<file path="config.mk">
export PLATFORM = sky130hd
export DESIGN_NAME = camera_preview_csc_config
export DESIGN_NICKNAME = d
export VERILOG_FILES = /design/src/hdl/csc_pkg.sv /design/src/hdl/csc_matrix.sv /design/src/hdl/camera_preview_csc_config.sv
export VERILOG_INCLUDE_DIRS = /design/src /design/src/hdl
export SDC_FILE = /design/constraint.sdc
export NUM_CORES = 2
export LEC_CHECK = 0
export ABC_CLOCK_PERIOD_IN_PS = 26000
export BUFFER_PORTS_ARGS = -buffer_cell sky130_fd_sc_hd__buf_2
export CORE_UTILIZATION = 65
export CTS_CLUSTER_SIZE = 25
export DETAILED_ROUTE_END_ITERATION = 10
export GPL_TIMING_DRIVEN = 0
export PLACE_DENSITY = 0.91
export SLEW_MARGIN = 20
export SYNTH_ARGS = -nofsm -noshare
export SYNTH_HDL_FRONTEND = slang
export SYNTH_SLANG_ARGS = --single-unit
</file>
<file path="constraint.sdc">
create_clock -name i_ref_clk -period 26 [get_ports i_ref_clk]
set_input_delay 1.3 -clock i_ref_clk [delete_from_list [all_inputs] [get_ports i_ref_clk]]
set_output_delay 1.3 -clock i_ref_clk [all_outputs]
set_load 0.01 [all_outputs]
</file>
<file path="src/hdl/csc_params.svh">
// offsets, field positions, reset values and limits of the capture configuration slice
`ifndef CSC_PARAMS_SVH
`define CSC_PARAMS_SVH

// ----------------------------------------------------------------
// register byte addresses
// ----------------------------------------------------------------
`define ADDR_STATUS          32'hfffc0008
`define ADDR_IRQ_ENABLE      32'hfffc000c
`define ADDR_IRQ_DISABLE     32'hfffc0010
`define ADDR_IRQ_MASK        32'hfffc0014
`define ADDR_PREVIEW_SIZE    32'hfffc0020
`define ADDR_PREVIEW_DECIM   32'hfffc0024
`define ADDR_PREVIEW_DESC    32'hfffc0028
`define ADDR_CODEC_DMA_BASE  32'hfffc002c
`define ADDR_Y2R_A           32'hfffc0030
`define ADDR_Y2R_B           32'hfffc0034
`define ADDR_R2Y_A           32'hfffc0038
`define ADDR_R2Y_B           32'hfffc003c
`define ADDR_R2Y_C           32'hfffc0040
`define ADDR_CSC_CONTROL     32'hfffc0044

// ----------------------------------------------------------------
// event bit positions (status and mask)
// ----------------------------------------------------------------
`define BIT_CODEC_OVF        5
`define BIT_PREVIEW_OVF      6
`define BIT_PREVIEW_DRAINED  7
`define BIT_CODEC_DRAINED    8
`define BIT_FRAME_OVERRUN    9
`define EVENT_MASK_BITS      32'h000003e0

// ----------------------------------------------------------------
// fields
// ----------------------------------------------------------------
`define VSIZE_LSB            0
`define HSIZE_LSB            16
`define Y2R_YOFF_BIT         12
`define Y2R_CROFF_BIT        13
`define Y2R_CBOFF_BIT        14
`define R2Y_OFF_BIT          24
`define CTRL_RGB_MODE_BIT    0
`define CTRL_TO_YCC_BIT      1

// ----------------------------------------------------------------
// values
// ----------------------------------------------------------------
`define RESET_WORD           32'h00000000
`define RGB_MAX_LINES        10'd480
`define RGB_MAX_PIXELS       11'd640
`define NO_DECIM_LIMIT       8'h10
`define DECIM_STEP           9'h010
`define Y_OFFSET_VALUE       9'd128
`define CR_OFFSET_VALUE      9'd16

`endif

</file>
<file path="src/hdl/csc_pkg.sv">
// shared types of the capture configuration slice
package csc_pkg;

   typedef struct packed
   {
      logic [7:0] c2;
      logic [7:0] c1;
      logic [7:0] c0;
   } pixel_type;

   typedef enum logic [1:0]
   {
      PREV_IDLE = 2'b01,
      PREV_ACTIVE = 2'b10
   } preview_state_type;

endpackage

</file>
<file path="src/hdl/csc_matrix.sv">
// 3x3 colour matrix with input and output offsets, saturating to 8 bits
`timescale 1ns/1ns
`default_nettype none

module csc_matrix
(
   // clock and reset
   input wire logic i_ref_clk,
   input wire logic i_rst_n,
   // pixel in, coefficients in 1/512 units
   input wire logic i_valid,
   input wire csc_pkg::pixel_type i_pix,
   input wire logic signed [11:0] i_coef [9],
   input wire logic [8:0] i_in_off [3],
   input wire logic [8:0] i_out_off [3],
   // pixel out
   output logic o_valid,
   output csc_pkg::pixel_type o_pix
);

   logic signed [9:0] diff [3];
   logic [7:0] res [3];

   genvar g;
   generate
      for (g = 0; g < 3; g = g + 1)
      begin : row
         logic signed [23:0] acc;
         logic signed [15:0] scaled;
         always_comb
         begin
            diff[g] = $signed({2'b00, i_pix[g*8 +: 8]}) - $signed({1'b0, i_in_off[g]});
         end
         always_comb
         begin
            acc = 24'(i_coef[g*3] * diff[0]) + 24'(i_coef[g*3+1] * diff[1]) + 24'(i_coef[g*3+2] * diff[2]);
            scaled = 16'(acc >>> 9) + $signed({7'b0, i_out_off[g]});
            if (scaled < 0)
            begin
               res[g] = 8'h00;
            end
            else if (scaled > 16'sd255)
            begin
               res[g] = 8'hff;
            end
            else
            begin
               res[g] = scaled[7:0];
            end
         end
      end
   endgenerate

   always_ff @(posedge i_ref_clk)
   begin
      if (!i_rst_n)
      begin
         o_valid <= 1'b0;
         o_pix <= '0;
      end
      else
      begin
         o_valid <= i_valid;
         o_pix <= {res[2], res[1], res[0]};
      end
   end

endmodule
`default_nettype wire

</file>
<file path="src/hdl/camera_preview_csc_config.sv">
// capture unit configuration slice: apb registers, event flags, colour conversion and preview framing
//
// Behaviour
// - mask readback shows codec and preview overflow enables as 1, disabled as 0.
// - mask readback shows preview and codec drained enables as 1, disabled as 0.
// - mask readback shows frame overrun enable as 1, disabled as 0.
// - preview line count is vertical field plus one, capped at 480 in rgb mode.
// - preview pixels per line is horizontal field plus one, capped at 640 in rgb.
// - software writes queue start; reads return the buffer pointer now in use.
// - descriptor address forced to word alignment, low two bits ignored.
// - codec dma base holds the full 32-bit buffer start address.
// - yuv-to-rgb c0..c3 unsigned, one byte each, step 1/128.
// - yuv-to-rgb c4 unsigned nine bits, step 1/128, bit 8 msb.
// - luminance offset bit set applies offset 128, clear applies none.
// - red chroma offset bit set applies offset 16, clear applies none.
// - first rgb-to-yuv set: c0 1/256, c1 1/128, c2 1/512 steps.
// - second rgb-to-yuv set: c3 1/128, c4 1/256, c5 1/512 steps.
// - third rgb-to-yuv set: c6 1/512, c7 1/256, c8 1/128 steps.
// - each rgb-to-yuv set has an offset bit at 24; 0 adds nothing.
// - overflow flagged when a sample arrives while its fifo is full.
// - vsync during fifo flush flags frame overrun and skips the frame.
`include "csc_params.svh"
`timescale 1ns/1ns
`default_nettype none

module camera_preview_csc_config
#(
   parameter logic [8:0] CB_OFFSET = 9'd128,
   parameter logic [8:0] COMPONENT_OFFSET = 9'd16
)
(
   // clock and reset
   input wire logic i_ref_clk,
   input wire logic i_rst_n,
   // apb slave
   input wire logic i_psel,
   input wire logic i_penable,
   input wire logic i_pwrite,
   input wire logic [31:0] i_paddr,
   input wire logic [31:0] i_pwdata,
   output logic [31:0] o_prdata,
   output logic o_pready,
   output logic o_pslverr,
   // fifo and frame events
   input wire logic i_codec_sample_write,
   input wire logic i_codec_fifo_full,
   input wire logic i_preview_sample_write,
   input wire logic i_preview_fifo_full,
   input wire logic i_preview_fifo_drained,
   input wire logic i_codec_fifo_drained,
   input wire logic i_vsync,
   input wire logic i_fifo_flushing,
   // preview dma pointer
   input wire logic i_descriptor_advance,
   input wire logic [31:0] i_descriptor_next,
   // pixels in
   input wire logic i_frame_start,
   input wire logic i_pix_valid,
   input wire csc_pkg::pixel_type i_pix,
   // configuration out
   output logic [31:0] o_interrupt_mask,
   output logic [31:0] o_preview_descriptor_start,
   output logic [31:0] o_codec_dma_base,
   output logic o_frame_skip,
   // preview pixels out
   output logic o_prev_valid,
   output csc_pkg::pixel_type o_prev_pix,
   output logic o_prev_frame_done
);

   initial
   begin
      if (CB_OFFSET > 9'd255 || COMPONENT_OFFSET > 9'd255)
      begin
         $error("offset parameters must fit in 8 bits");
      end
   end

   // ----------------------------------------------------------------
   // registers
   // ----------------------------------------------------------------
   logic [31:0] status;
   logic [31:0] preview_image_size;
   logic [7:0] decimation_factor;
   logic [31:0] preview_descriptor_pointer;
   logic [31:0] codec_dma_base;
   logic [31:0] yuv_to_rgb_coeffs_a;
   logic [31:0] yuv_to_rgb_coeffs_b;
   logic [31:0] rgb_to_yuv_coeffs_a;
   logic [31:0] rgb_to_yuv_coeffs_b;
   logic [31:0] rgb_to_yuv_coeffs_c;
   logic [1:0] csc_control;

   logic setup;
   logic wr_en;
   logic rd_done;
   logic mapped;
   logic [31:0] next_rdata;
   logic [31:0] event_set;

   assign setup = i_psel && !i_penable;
   assign wr_en = i_psel && i_penable && o_pready && i_pwrite;
   assign rd_done = i_psel && i_penable && o_pready && !i_pwrite;

   // ----------------------------------------------------------------
   // apb handshake: data is prepared in the setup cycle so the access
   // phase always completes in its first cycle with registered outputs
   // ----------------------------------------------------------------
   always_comb
   begin
      mapped = 1'b1;
      next_rdata = 32'h00000000;
      case (i_paddr)
         `ADDR_STATUS: next_rdata = status;
         `ADDR_IRQ_ENABLE: next_rdata = 32'h00000000;
         `ADDR_IRQ_DISABLE: next_rdata = 32'h00000000;
         `ADDR_IRQ_MASK: next_rdata = o_interrupt_mask;
         `ADDR_PREVIEW_SIZE: next_rdata = preview_image_size;
         `ADDR_PREVIEW_DECIM: next_rdata = {24'h000000, decimation_factor};
         `ADDR_PREVIEW_DESC: next_rdata = preview_descriptor_pointer;
         `ADDR_CODEC_DMA_BASE: next_rdata = codec_dma_base;
         `ADDR_Y2R_A: next_rdata = yuv_to_rgb_coeffs_a;
         `ADDR_Y2R_B: next_rdata = yuv_to_rgb_coeffs_b;
         `ADDR_R2Y_A: next_rdata = rgb_to_yuv_coeffs_a;
         `ADDR_R2Y_B: next_rdata = rgb_to_yuv_coeffs_b;
         `ADDR_R2Y_C: next_rdata = rgb_to_yuv_coeffs_c;
         `ADDR_CSC_CONTROL: next_rdata = {30'h00000000, csc_control};
         default: mapped = 1'b0;
      endcase
   end

   always_ff @(posedge i_ref_clk)
   begin
      if (!i_rst_n)
      begin
         o_pready <= 1'b0;
         o_pslverr <= 1'b0;
         o_prdata <= `RESET_WORD;
      end
      else
      begin
         o_pready <= setup;
         if (setup)
         begin
            o_pslverr <= !mapped;
            o_prdata <= i_pwrite ? `RESET_WORD : next_rdata;
         end
         else
         begin
            o_pslverr <= 1'b0;
         end
      end
   end

   // ----------------------------------------------------------------
   // configuration registers
   // ----------------------------------------------------------------
   always_ff @(posedge i_ref_clk)
   begin
      if (!i_rst_n)
      begin
         preview_image_size <= `RESET_WORD;
         decimation_factor <= 8'h00;
         codec_dma_base <= `RESET_WORD;
         yuv_to_rgb_coeffs_a <= `RESET_WORD;
         yuv_to_rgb_coeffs_b <= `RESET_WORD;
         rgb_to_yuv_coeffs_a <= `RESET_WORD;
         rgb_to_yuv_coeffs_b <= `RESET_WORD;
         rgb_to_yuv_coeffs_c <= `RESET_WORD;
         csc_control <= 2'b00;
      end
      else if (wr_en)
      begin
         case (i_paddr)
            `ADDR_PREVIEW_SIZE: preview_image_size <= i_pwdata & 32'h3fff03ff;
            `ADDR_PREVIEW_DECIM: decimation_factor <= i_pwdata[7:0];
            `ADDR_CODEC_DMA_BASE: codec_dma_base <= i_pwdata;
            `ADDR_Y2R_A: yuv_to_rgb_coeffs_a <= i_pwdata;
            `ADDR_Y2R_B: yuv_to_rgb_coeffs_b <= i_pwdata & 32'h000071ff;
            `ADDR_R2Y_A: rgb_to_yuv_coeffs_a <= i_pwdata & 32'h01ffffff;
            `ADDR_R2Y_B: rgb_to_yuv_coeffs_b <= i_pwdata & 32'h01ffffff;
            `ADDR_R2Y_C: rgb_to_yuv_coeffs_c <= i_pwdata & 32'h01ffffff;
            `ADDR_CSC_CONTROL: csc_control <= i_pwdata[1:0];
            default: csc_control <= csc_control;
         endcase
      end
   end

   always_ff @(posedge i_ref_clk)
   begin
      if (!i_rst_n)
      begin
         o_codec_dma_base <= `RESET_WORD;
      end
      else
      begin
         o_codec_dma_base <= codec_dma_base;
      end
   end

   // ----------------------------------------------------------------
   // descriptor pointer: a software write restarts the queue, the dma
   // advance follows it; software wins if both land together
   // ----------------------------------------------------------------
   always_ff @(posedge i_ref_clk)
   begin
      if (!i_rst_n)
      begin
         preview_descriptor_pointer <= `RESET_WORD;
         o_preview_descriptor_start <= `RESET_WORD;
      end
      else if (wr_en && i_paddr == `ADDR_PREVIEW_DESC)
      begin
         preview_descriptor_pointer <= {i_pwdata[31:2], 2'b00};
         o_preview_descriptor_start <= {i_pwdata[31:2], 2'b00};
      end
      else if (i_descriptor_advance)
      begin
         preview_descriptor_pointer <= {i_descriptor_next[31:2], 2'b00};
      end
   end

   // ----------------------------------------------------------------
   // interrupt mask: enable writes set, disable writes clear
   // ----------------------------------------------------------------
   always_ff @(posedge i_ref_clk)
   begin
      if (!i_rst_n)
      begin
         o_interrupt_mask <= `RESET_WORD;
      end
      else if (wr_en && i_paddr == `ADDR_IRQ_ENABLE)
      begin
         o_interrupt_mask <= o_interrupt_mask | (i_pwdata & `EVENT_MASK_BITS);
      end
      else if (wr_en && i_paddr == `ADDR_IRQ_DISABLE)
      begin
         o_interrupt_mask <= o_interrupt_mask & ~(i_pwdata & `EVENT_MASK_BITS);
      end
   end

   // ----------------------------------------------------------------
   // event flags: sticky, cleared by a status read, a new event wins
   // ----------------------------------------------------------------
   always_comb
   begin
      event_set = 32'h00000000;
      event_set[`BIT_CODEC_OVF] = i_codec_sample_write && i_codec_fifo_full;
      event_set[`BIT_PREVIEW_OVF] = i_preview_sample_write && i_preview_fifo_full;
      event_set[`BIT_PREVIEW_DRAINED] = i_preview_fifo_drained;
      event_set[`BIT_CODEC_DRAINED] = i_codec_fifo_drained;
      event_set[`BIT_FRAME_OVERRUN] = i_vsync && i_fifo_flushing;
   end

   always_ff @(posedge i_ref_clk)
   begin
      if (!i_rst_n)
      begin
         status <= `RESET_WORD;
      end
      else if (rd_done && i_paddr == `ADDR_STATUS)
      begin
         status <= event_set;
      end
      else
      begin
         status <= status | event_set;
      end
   end

   always_ff @(posedge i_ref_clk)
   begin
      if (!i_rst_n)
      begin
         o_frame_skip <= 1'b0;
      end
      else
      begin
         o_frame_skip <= i_vsync && i_fifo_flushing;
      end
   end

   // ----------------------------------------------------------------
   // colour conversion coefficients, all scaled to 1/512 units
   // ----------------------------------------------------------------
   logic signed [11:0] coef [9];
   logic [8:0] in_off [3];
   logic [8:0] out_off [3];
   logic to_ycc;
   logic mat_valid;
   csc_pkg::pixel_type mat_pix;

   assign to_ycc = csc_control[`CTRL_TO_YCC_BIT];

   always_comb
   begin
      if (to_ycc)
      begin
         coef[0] = $signed({3'b000, rgb_to_yuv_coeffs_a[7:0], 1'b0});
         coef[1] = $signed({2'b00, rgb_to_yuv_coeffs_a[15:8], 2'b00});
         coef[2] = $signed({4'b0000, rgb_to_yuv_coeffs_a[23:16]});
         coef[3] = $signed({2'b00, rgb_to_yuv_coeffs_b[7:0], 2'b00});
         coef[4] = -$signed({3'b000, rgb_to_yuv_coeffs_b[15:8], 1'b0});
         coef[5] = -$signed({4'b0000, rgb_to_yuv_coeffs_b[23:16]});
         coef[6] = -$signed({4'b0000, rgb_to_yuv_coeffs_c[7:0]});
         coef[7] = -$signed({3'b000, rgb_to_yuv_coeffs_c[15:8], 1'b0});
         coef[8] = $signed({2'b00, rgb_to_yuv_coeffs_c[23:16], 2'b00});
         in_off[0] = 9'd0;
         in_off[1] = 9'd0;
         in_off[2] = 9'd0;
         out_off[0] = rgb_to_yuv_coeffs_a[`R2Y_OFF_BIT] ? COMPONENT_OFFSET : 9'd0;
         out_off[1] = rgb_to_yuv_coeffs_b[`R2Y_OFF_BIT] ? COMPONENT_OFFSET : 9'd0;
         out_off[2] = rgb_to_yuv_coeffs_c[`R2Y_OFF_BIT] ? COMPONENT_OFFSET : 9'd0;
      end
      else
      begin
         // input order y, cr, cb; output order r, g, b
         coef[0] = $signed({2'b00, yuv_to_rgb_coeffs_a[7:0], 2'b00});
         coef[1] = $signed({2'b00, yuv_to_rgb_coeffs_a[15:8], 2'b00});
         coef[2] = 12'sd0;
         coef[3] = $signed({2'b00, yuv_to_rgb_coeffs_a[7:0], 2'b00});
         coef[4] = -$signed({2'b00, yuv_to_rgb_coeffs_a[23:16], 2'b00});
         coef[5] = -$signed({2'b00, yuv_to_rgb_coeffs_a[31:24], 2'b00});
         coef[6] = $signed({2'b00, yuv_to_rgb_coeffs_a[7:0], 2'b00});
         coef[7] = 12'sd0;
         coef[8] = $signed({1'b0, yuv_to_rgb_coeffs_b[8:0], 2'b00});
         in_off[0] = yuv_to_rgb_coeffs_b[`Y2R_YOFF_BIT] ? `Y_OFFSET_VALUE : 9'd0;
         in_off[1] = yuv_to_rgb_coeffs_b[`Y2R_CROFF_BIT] ? `CR_OFFSET_VALUE : 9'd0;
         in_off[2] = yuv_to_rgb_coeffs_b[`Y2R_CBOFF_BIT] ? CB_OFFSET : 9'd0;
         out_off[0] = 9'd0;
         out_off[1] = 9'd0;
         out_off[2] = 9'd0;
      end
   end

   csc_matrix matrix
   (
      .i_ref_clk(i_ref_clk),
      .i_rst_n(i_rst_n),
      .i_valid(i_pix_valid),
      .i_pix(i_pix),
      .i_coef(coef),
      .i_in_off(in_off),
      .i_out_off(out_off),
      .o_valid(mat_valid),
      .o_pix(mat_pix)
   );

   // ----------------------------------------------------------------
   // preview framing and horizontal decimation
   // ----------------------------------------------------------------
   csc_pkg::preview_state_type state;
   logic [10:0] col;
   logic [9:0] line;
   logic [10:0] pixels_per_line;
   logic [9:0] lines_per_frame;
   logic [8:0] phase;
   logic [8:0] next_phase;
   logic emit;
   logic last_col;
   logic last_line;

   always_comb
   begin
      pixels_per_line = 11'(preview_image_size[`HSIZE_LSB +: 10]) + 11'd1;
      lines_per_frame = preview_image_size[`VSIZE_LSB +: 10] + 10'd1;
      if (csc_control[`CTRL_RGB_MODE_BIT] && pixels_per_line > `RGB_MAX_PIXELS)
      begin
         pixels_per_line = `RGB_MAX_PIXELS;
      end
      if (csc_control[`CTRL_RGB_MODE_BIT] && (lines_per_frame > `RGB_MAX_LINES || lines_per_frame == 10'd0))
      begin
         lines_per_frame = `RGB_MAX_LINES;
      end
   end

   assign last_col = col == pixels_per_line - 11'd1;
   assign last_line = line == lines_per_frame - 10'd1;

   // keeps 16/factor of the pixels; small factors bypass, trading ratio range for no divider
   always_comb
   begin
      next_phase = phase + `DECIM_STEP;
      emit = 1'b1;
      if (decimation_factor > `NO_DECIM_LIMIT)
      begin
         emit = next_phase >= {1'b0, decimation_factor};
         if (emit)
         begin
            next_phase = next_phase - {1'b0, decimation_factor};
         end
      end
      else
      begin
         next_phase = 9'h000;
      end
   end

   always_ff @(posedge i_ref_clk)
   begin
      if (!i_rst_n)
      begin
         state <= csc_pkg::PREV_IDLE;
         col <= 11'd0;
         line <= 10'd0;
         phase <= 9'h000;
         o_prev_valid <= 1'b0;
         o_prev_pix <= '0;
         o_prev_frame_done <= 1'b0;
      end
      else
      begin
         o_prev_valid <= 1'b0;
         o_prev_frame_done <= 1'b0;
         case (state)
            csc_pkg::PREV_IDLE:
            begin
               col <= 11'd0;
               line <= 10'd0;
               phase <= 9'h000;
               if (i_frame_start && !(i_vsync && i_fifo_flushing))
               begin
                  state <= csc_pkg::PREV_ACTIVE;
               end
            end
            csc_pkg::PREV_ACTIVE:
            begin
               if (i_vsync && i_fifo_flushing)
               begin
                  state <= csc_pkg::PREV_IDLE;
               end
               else if (mat_valid)
               begin
                  o_prev_valid <= emit;
                  o_prev_pix <= mat_pix;
                  phase <= last_col ? 9'h000 : next_phase;
                  col <= last_col ? 11'd0 : col + 11'd1;
                  if (last_col)
                  begin
                     line <= line + 10'd1;
                     if (last_line)
                     begin
                        o_prev_frame_done <= 1'b1;
                        state <= csc_pkg::PREV_IDLE;
                     end
                  end
               end
            end
            default: state <= csc_pkg::PREV_IDLE;
         endcase
      end
   end

endmodule
`default_nettype wire

</file>
==> flow_summary.toml <==
[layout]
seqCellArea_sq_um = 8110
multiInputGateArea_sq_um = 41300
area_growth_pct = 7.65
fin_cells = 7891
layout.nets = 8262
drive_above_1_share_pct = 6.69
fill_cells = 6235

[critical_path]
endpoint = "matrix.o_pix[13]"
r2r_end = "matrix.o_pix[13]"
worstRegToRegCells = 45
cp.arrival_ns = 16.91
critPathMaxStageDelay_ns = 0.98
cp-startpoint = "csc_control[1]"
critPathCaptureType = "flop"
r2r_start = "csc_control[1]"
critPathKind = "flop to flop"
reg2reg_setup_slack_ns = 9.53
crit_path_max_fanout = 10
crit_required_ns = 26.44
path_common_cell = "fa_1"
worst_path_max_delay_cell = "clkbuf_1"
startpoint_type = "flop"

[floorplan]
start_util_pct = 66.0
coreArea_sq_um = 82500
rows = 105
die_area_sq_um = 85000
fp.dieW_microns = 291
pin_count = 293
fp.dieH_microns = 291

[routing]
drc = 2
postRouteAntennaNets = 0
vias = 49600
drt-total-wl_microns = 190000
avgRoutedWirePerCell_microns = 24.1
drt_iter0_markers = 6087
drtPass1Iterations = 11
vias_per_cell = 6.28

[yosys]
synth_fa_ha_area_share_pct = 41.4
yosys.area.top_type = "fa_1"
synth_edf_count = 0
synthCells = 6471
seq_area_frac_synth_pct = 14.9
synthSimpleGateAreaFrac_pct = 18.2
synth-main-ff-cell = "dfxtp_1"
yosysMostFrequentCell = "inv_1"
synth-compound-area-share_pct = 10.7
yosys_warnings = 0
yosysUniqueCellTypes = 91
synth_common_cells = "1012 x inv_1, 990 x nand2_1, 765 x fa_1"
synth_mux_area_share_pct = 1.35
avgSynthCellArea_sq_um = 8.42
synthArstFlopShare_pct = 0
synth_top_area_share_pct = 28.1
ys_ff_latch = 405
syn_area_sq_um = 54500
synth_area_leaders = "fa_1 28%, dfxtp_1 15%, ha_1 13%, inv_1 7.0%, nand2_1 6.8%"
synth-xor-area-share_pct = 3.90
synth_top_family_by_area = "adder cells"

[timing]
clock_skew_ns = 0.0509
tightest_slew_ns = 1.29
timing.final.crit_share_pct = 63.3
hold_viol = 0
setup_viol = 0
final.min_clock_period_ns = 16.47
setup_tns_ns = 0
maxSlewViolCount = 0
rsz0062_at_grt = "no"
fmax_mhz = 60.7
slew_headroom_pct = 14.1

[pwr]
vdd_drop_max_uv = 46.1
power_per_cell_area_nw_per_um2 = 23.6
power.leakage_nw = 27.9

[run_status]
violations = "design-rule violations"
status = "complete, but fails checks"

[grt]
grt_antenna_before_repair = 19
first_global_vias = 49100
grtUsageTotal_pct = 44.3
grt_max_degree = 15
grt_pass1_wl_microns = 284000
grt_overflow = 0

[clocking]
clock_latency_ns = 0.63
clk_transition_reported_paths_ns = 0.07
cts_resized = 0
h-tree-depth = 2
clockBufferDepth = 3
post-cts-setup-buffers = 0
cts_root_buf = "clkbuf_16"
cts-buffers-inserted = 45
tritoncts = "done"
cts_sinks = 405
postCtsHoldBufs = 0

[placed_design]
dp.cells = 7806
numPortBuffers = 237
place_hpwl_microns = 156000
gp_congestion = 1.07

[hold_path]
holdCritPathClass = "flop to flop"

[flow_run]
maxCapViolCount = 0
-- how the worst min path moves through the flow --
stage / end / cells after the start / start / slack, ns
global route: o_prev_pix[19] / 2 / matrix.o_pix[19] / 0.44
finish: o_prev_pix[19] / 2 / matrix.o_pix[19] / 0.41
detailed placement: o_prev_pix[7] / 2 / matrix.o_pix[7] / 0.43
floorplan: o_prev_pix[0] / 2 / matrix.o_pix[0] / 0.42
CTS: o_prev_pix[19] / 2 / matrix.o_pix[19] / 0.42
global placement: o_prev_pix[18] / 2 / matrix.o_pix[18] / 0.42
-- registers in the layout, summed over array words and instances, names as in the netlist, 25 cells and up, named ones only --
register,count
codec_dma_base,32
rgb_to_yuv_coeffs_c,25
preview_descriptor_pointer,30
o_codec_dma_base,32
rgb_to_yuv_coeffs_a,25
yuv_to_rgb_coeffs_a,32
o_preview_descriptor_start,30
o_prdata,32
rgb_to_yuv_coeffs_b,25
-- cell families after synthesis --
kind of cell | count (synthesis)
AOI/OAI and AO/OA | 940
xor gates and xnor gates | 241
adders and majority gates | 1342
buffers and inverters | 1346
DFF | 405
muxes | 71
other | 1
and+or+nand+nor | 2125
-- power by group --
group          leakage (nW)  switching, W  internal (W)  total (W)
Combinational          23.9     0.0000753     0.0000248   0.000100
Clock                 0.705      0.000294      0.000361   0.000655
Sequential             3.27    0.00000474      0.000624   0.000629
-- routing by layer --
| metal | vias to the layer above | share of wire, % | wire length, microns | global-route usage, % |
|---|---|---|---|---|
| li1 | 21300 | - | - | - |
| met1 | 23800 | 36 | 68300 | 54.9 |
| met2 | 3483 | 42 | 80000 | 66.1 |
| met3 | 1020 | 14 | 27000 | 15.4 |
| met4 | 34 | 7.7 | 14700 | 27.5 |
| met5 | - | 0.11 | 213 | 0 |
-- stage by stage --
stage	util [%]	total power (W)	setup WS [ns]	hold WS (ns)	area (sq um)
3_3_place_gp	69.2	0.000733	10.73	0.419	57100
3_5_place_dp	69.2	0.000735	10.32	0.428	57100
2_1_floorplan	-	0.000685	14.29	0.417	54600
4_1_cts	71.0	0.00137	10.26	0.420	58600
6_report	71.1	0.00138	9.53	0.414	58600
5_1_grt	71.1	0.00140	9.19	0.437	58600
-- cells in the final DEF (no fill, tap or decap), types with 22 or more instances in the layout --
master	count
a21boi_0	22
a21o_1	42
a21oi_1	443
a222oi_1	23
a22oi_1	60
a31oi_1	43
and2_1	186
and3_1	81
buf_2	244
buf_4	32
clkbuf_1	279
clkbuf_16	45
conb_1	29
dfxtp_1	405
fa_1	765
ha_1	577
inv_1	1012
mux2i_1	53
nand2_1	990
nand2b_1	112
nand3_1	103
nand4_1	27
nor2_1	331
nor2b_1	69
nor3_1	54
o21a_1	22
o21ai_0	106
or2_2	60
or3_1	31
xnor2_1	156
xor2_1	83
-- critical path, delay by kind of cell, from the launching register on --
| family | cells | cell delay (ns) |
|---|---|---|
| buf+inv | 12 | 4.85 |
| fa+ha+maj | 14 | 6.10 |
| simple gates | 8 | 1.45 |
| flops | 1 | 0.47 |
| xor+xnor | 2 | 0.93 |
| compound gates | 9 | 2.48 |
-- cell type report --
cell class	instances	share of cell area, %
well taps	1070	2.28
repair buffers	238	2.04
flip-flops and latches	405	13.8
clock buffers	63	2.21
inverters	1013	6.48
clock inverters	17	0.335
multi-input cells	4748	70.4
diodes	4	0.0171
plain buffers	333	2.37
Note: power is estimated with default switching activity, not from simulation.
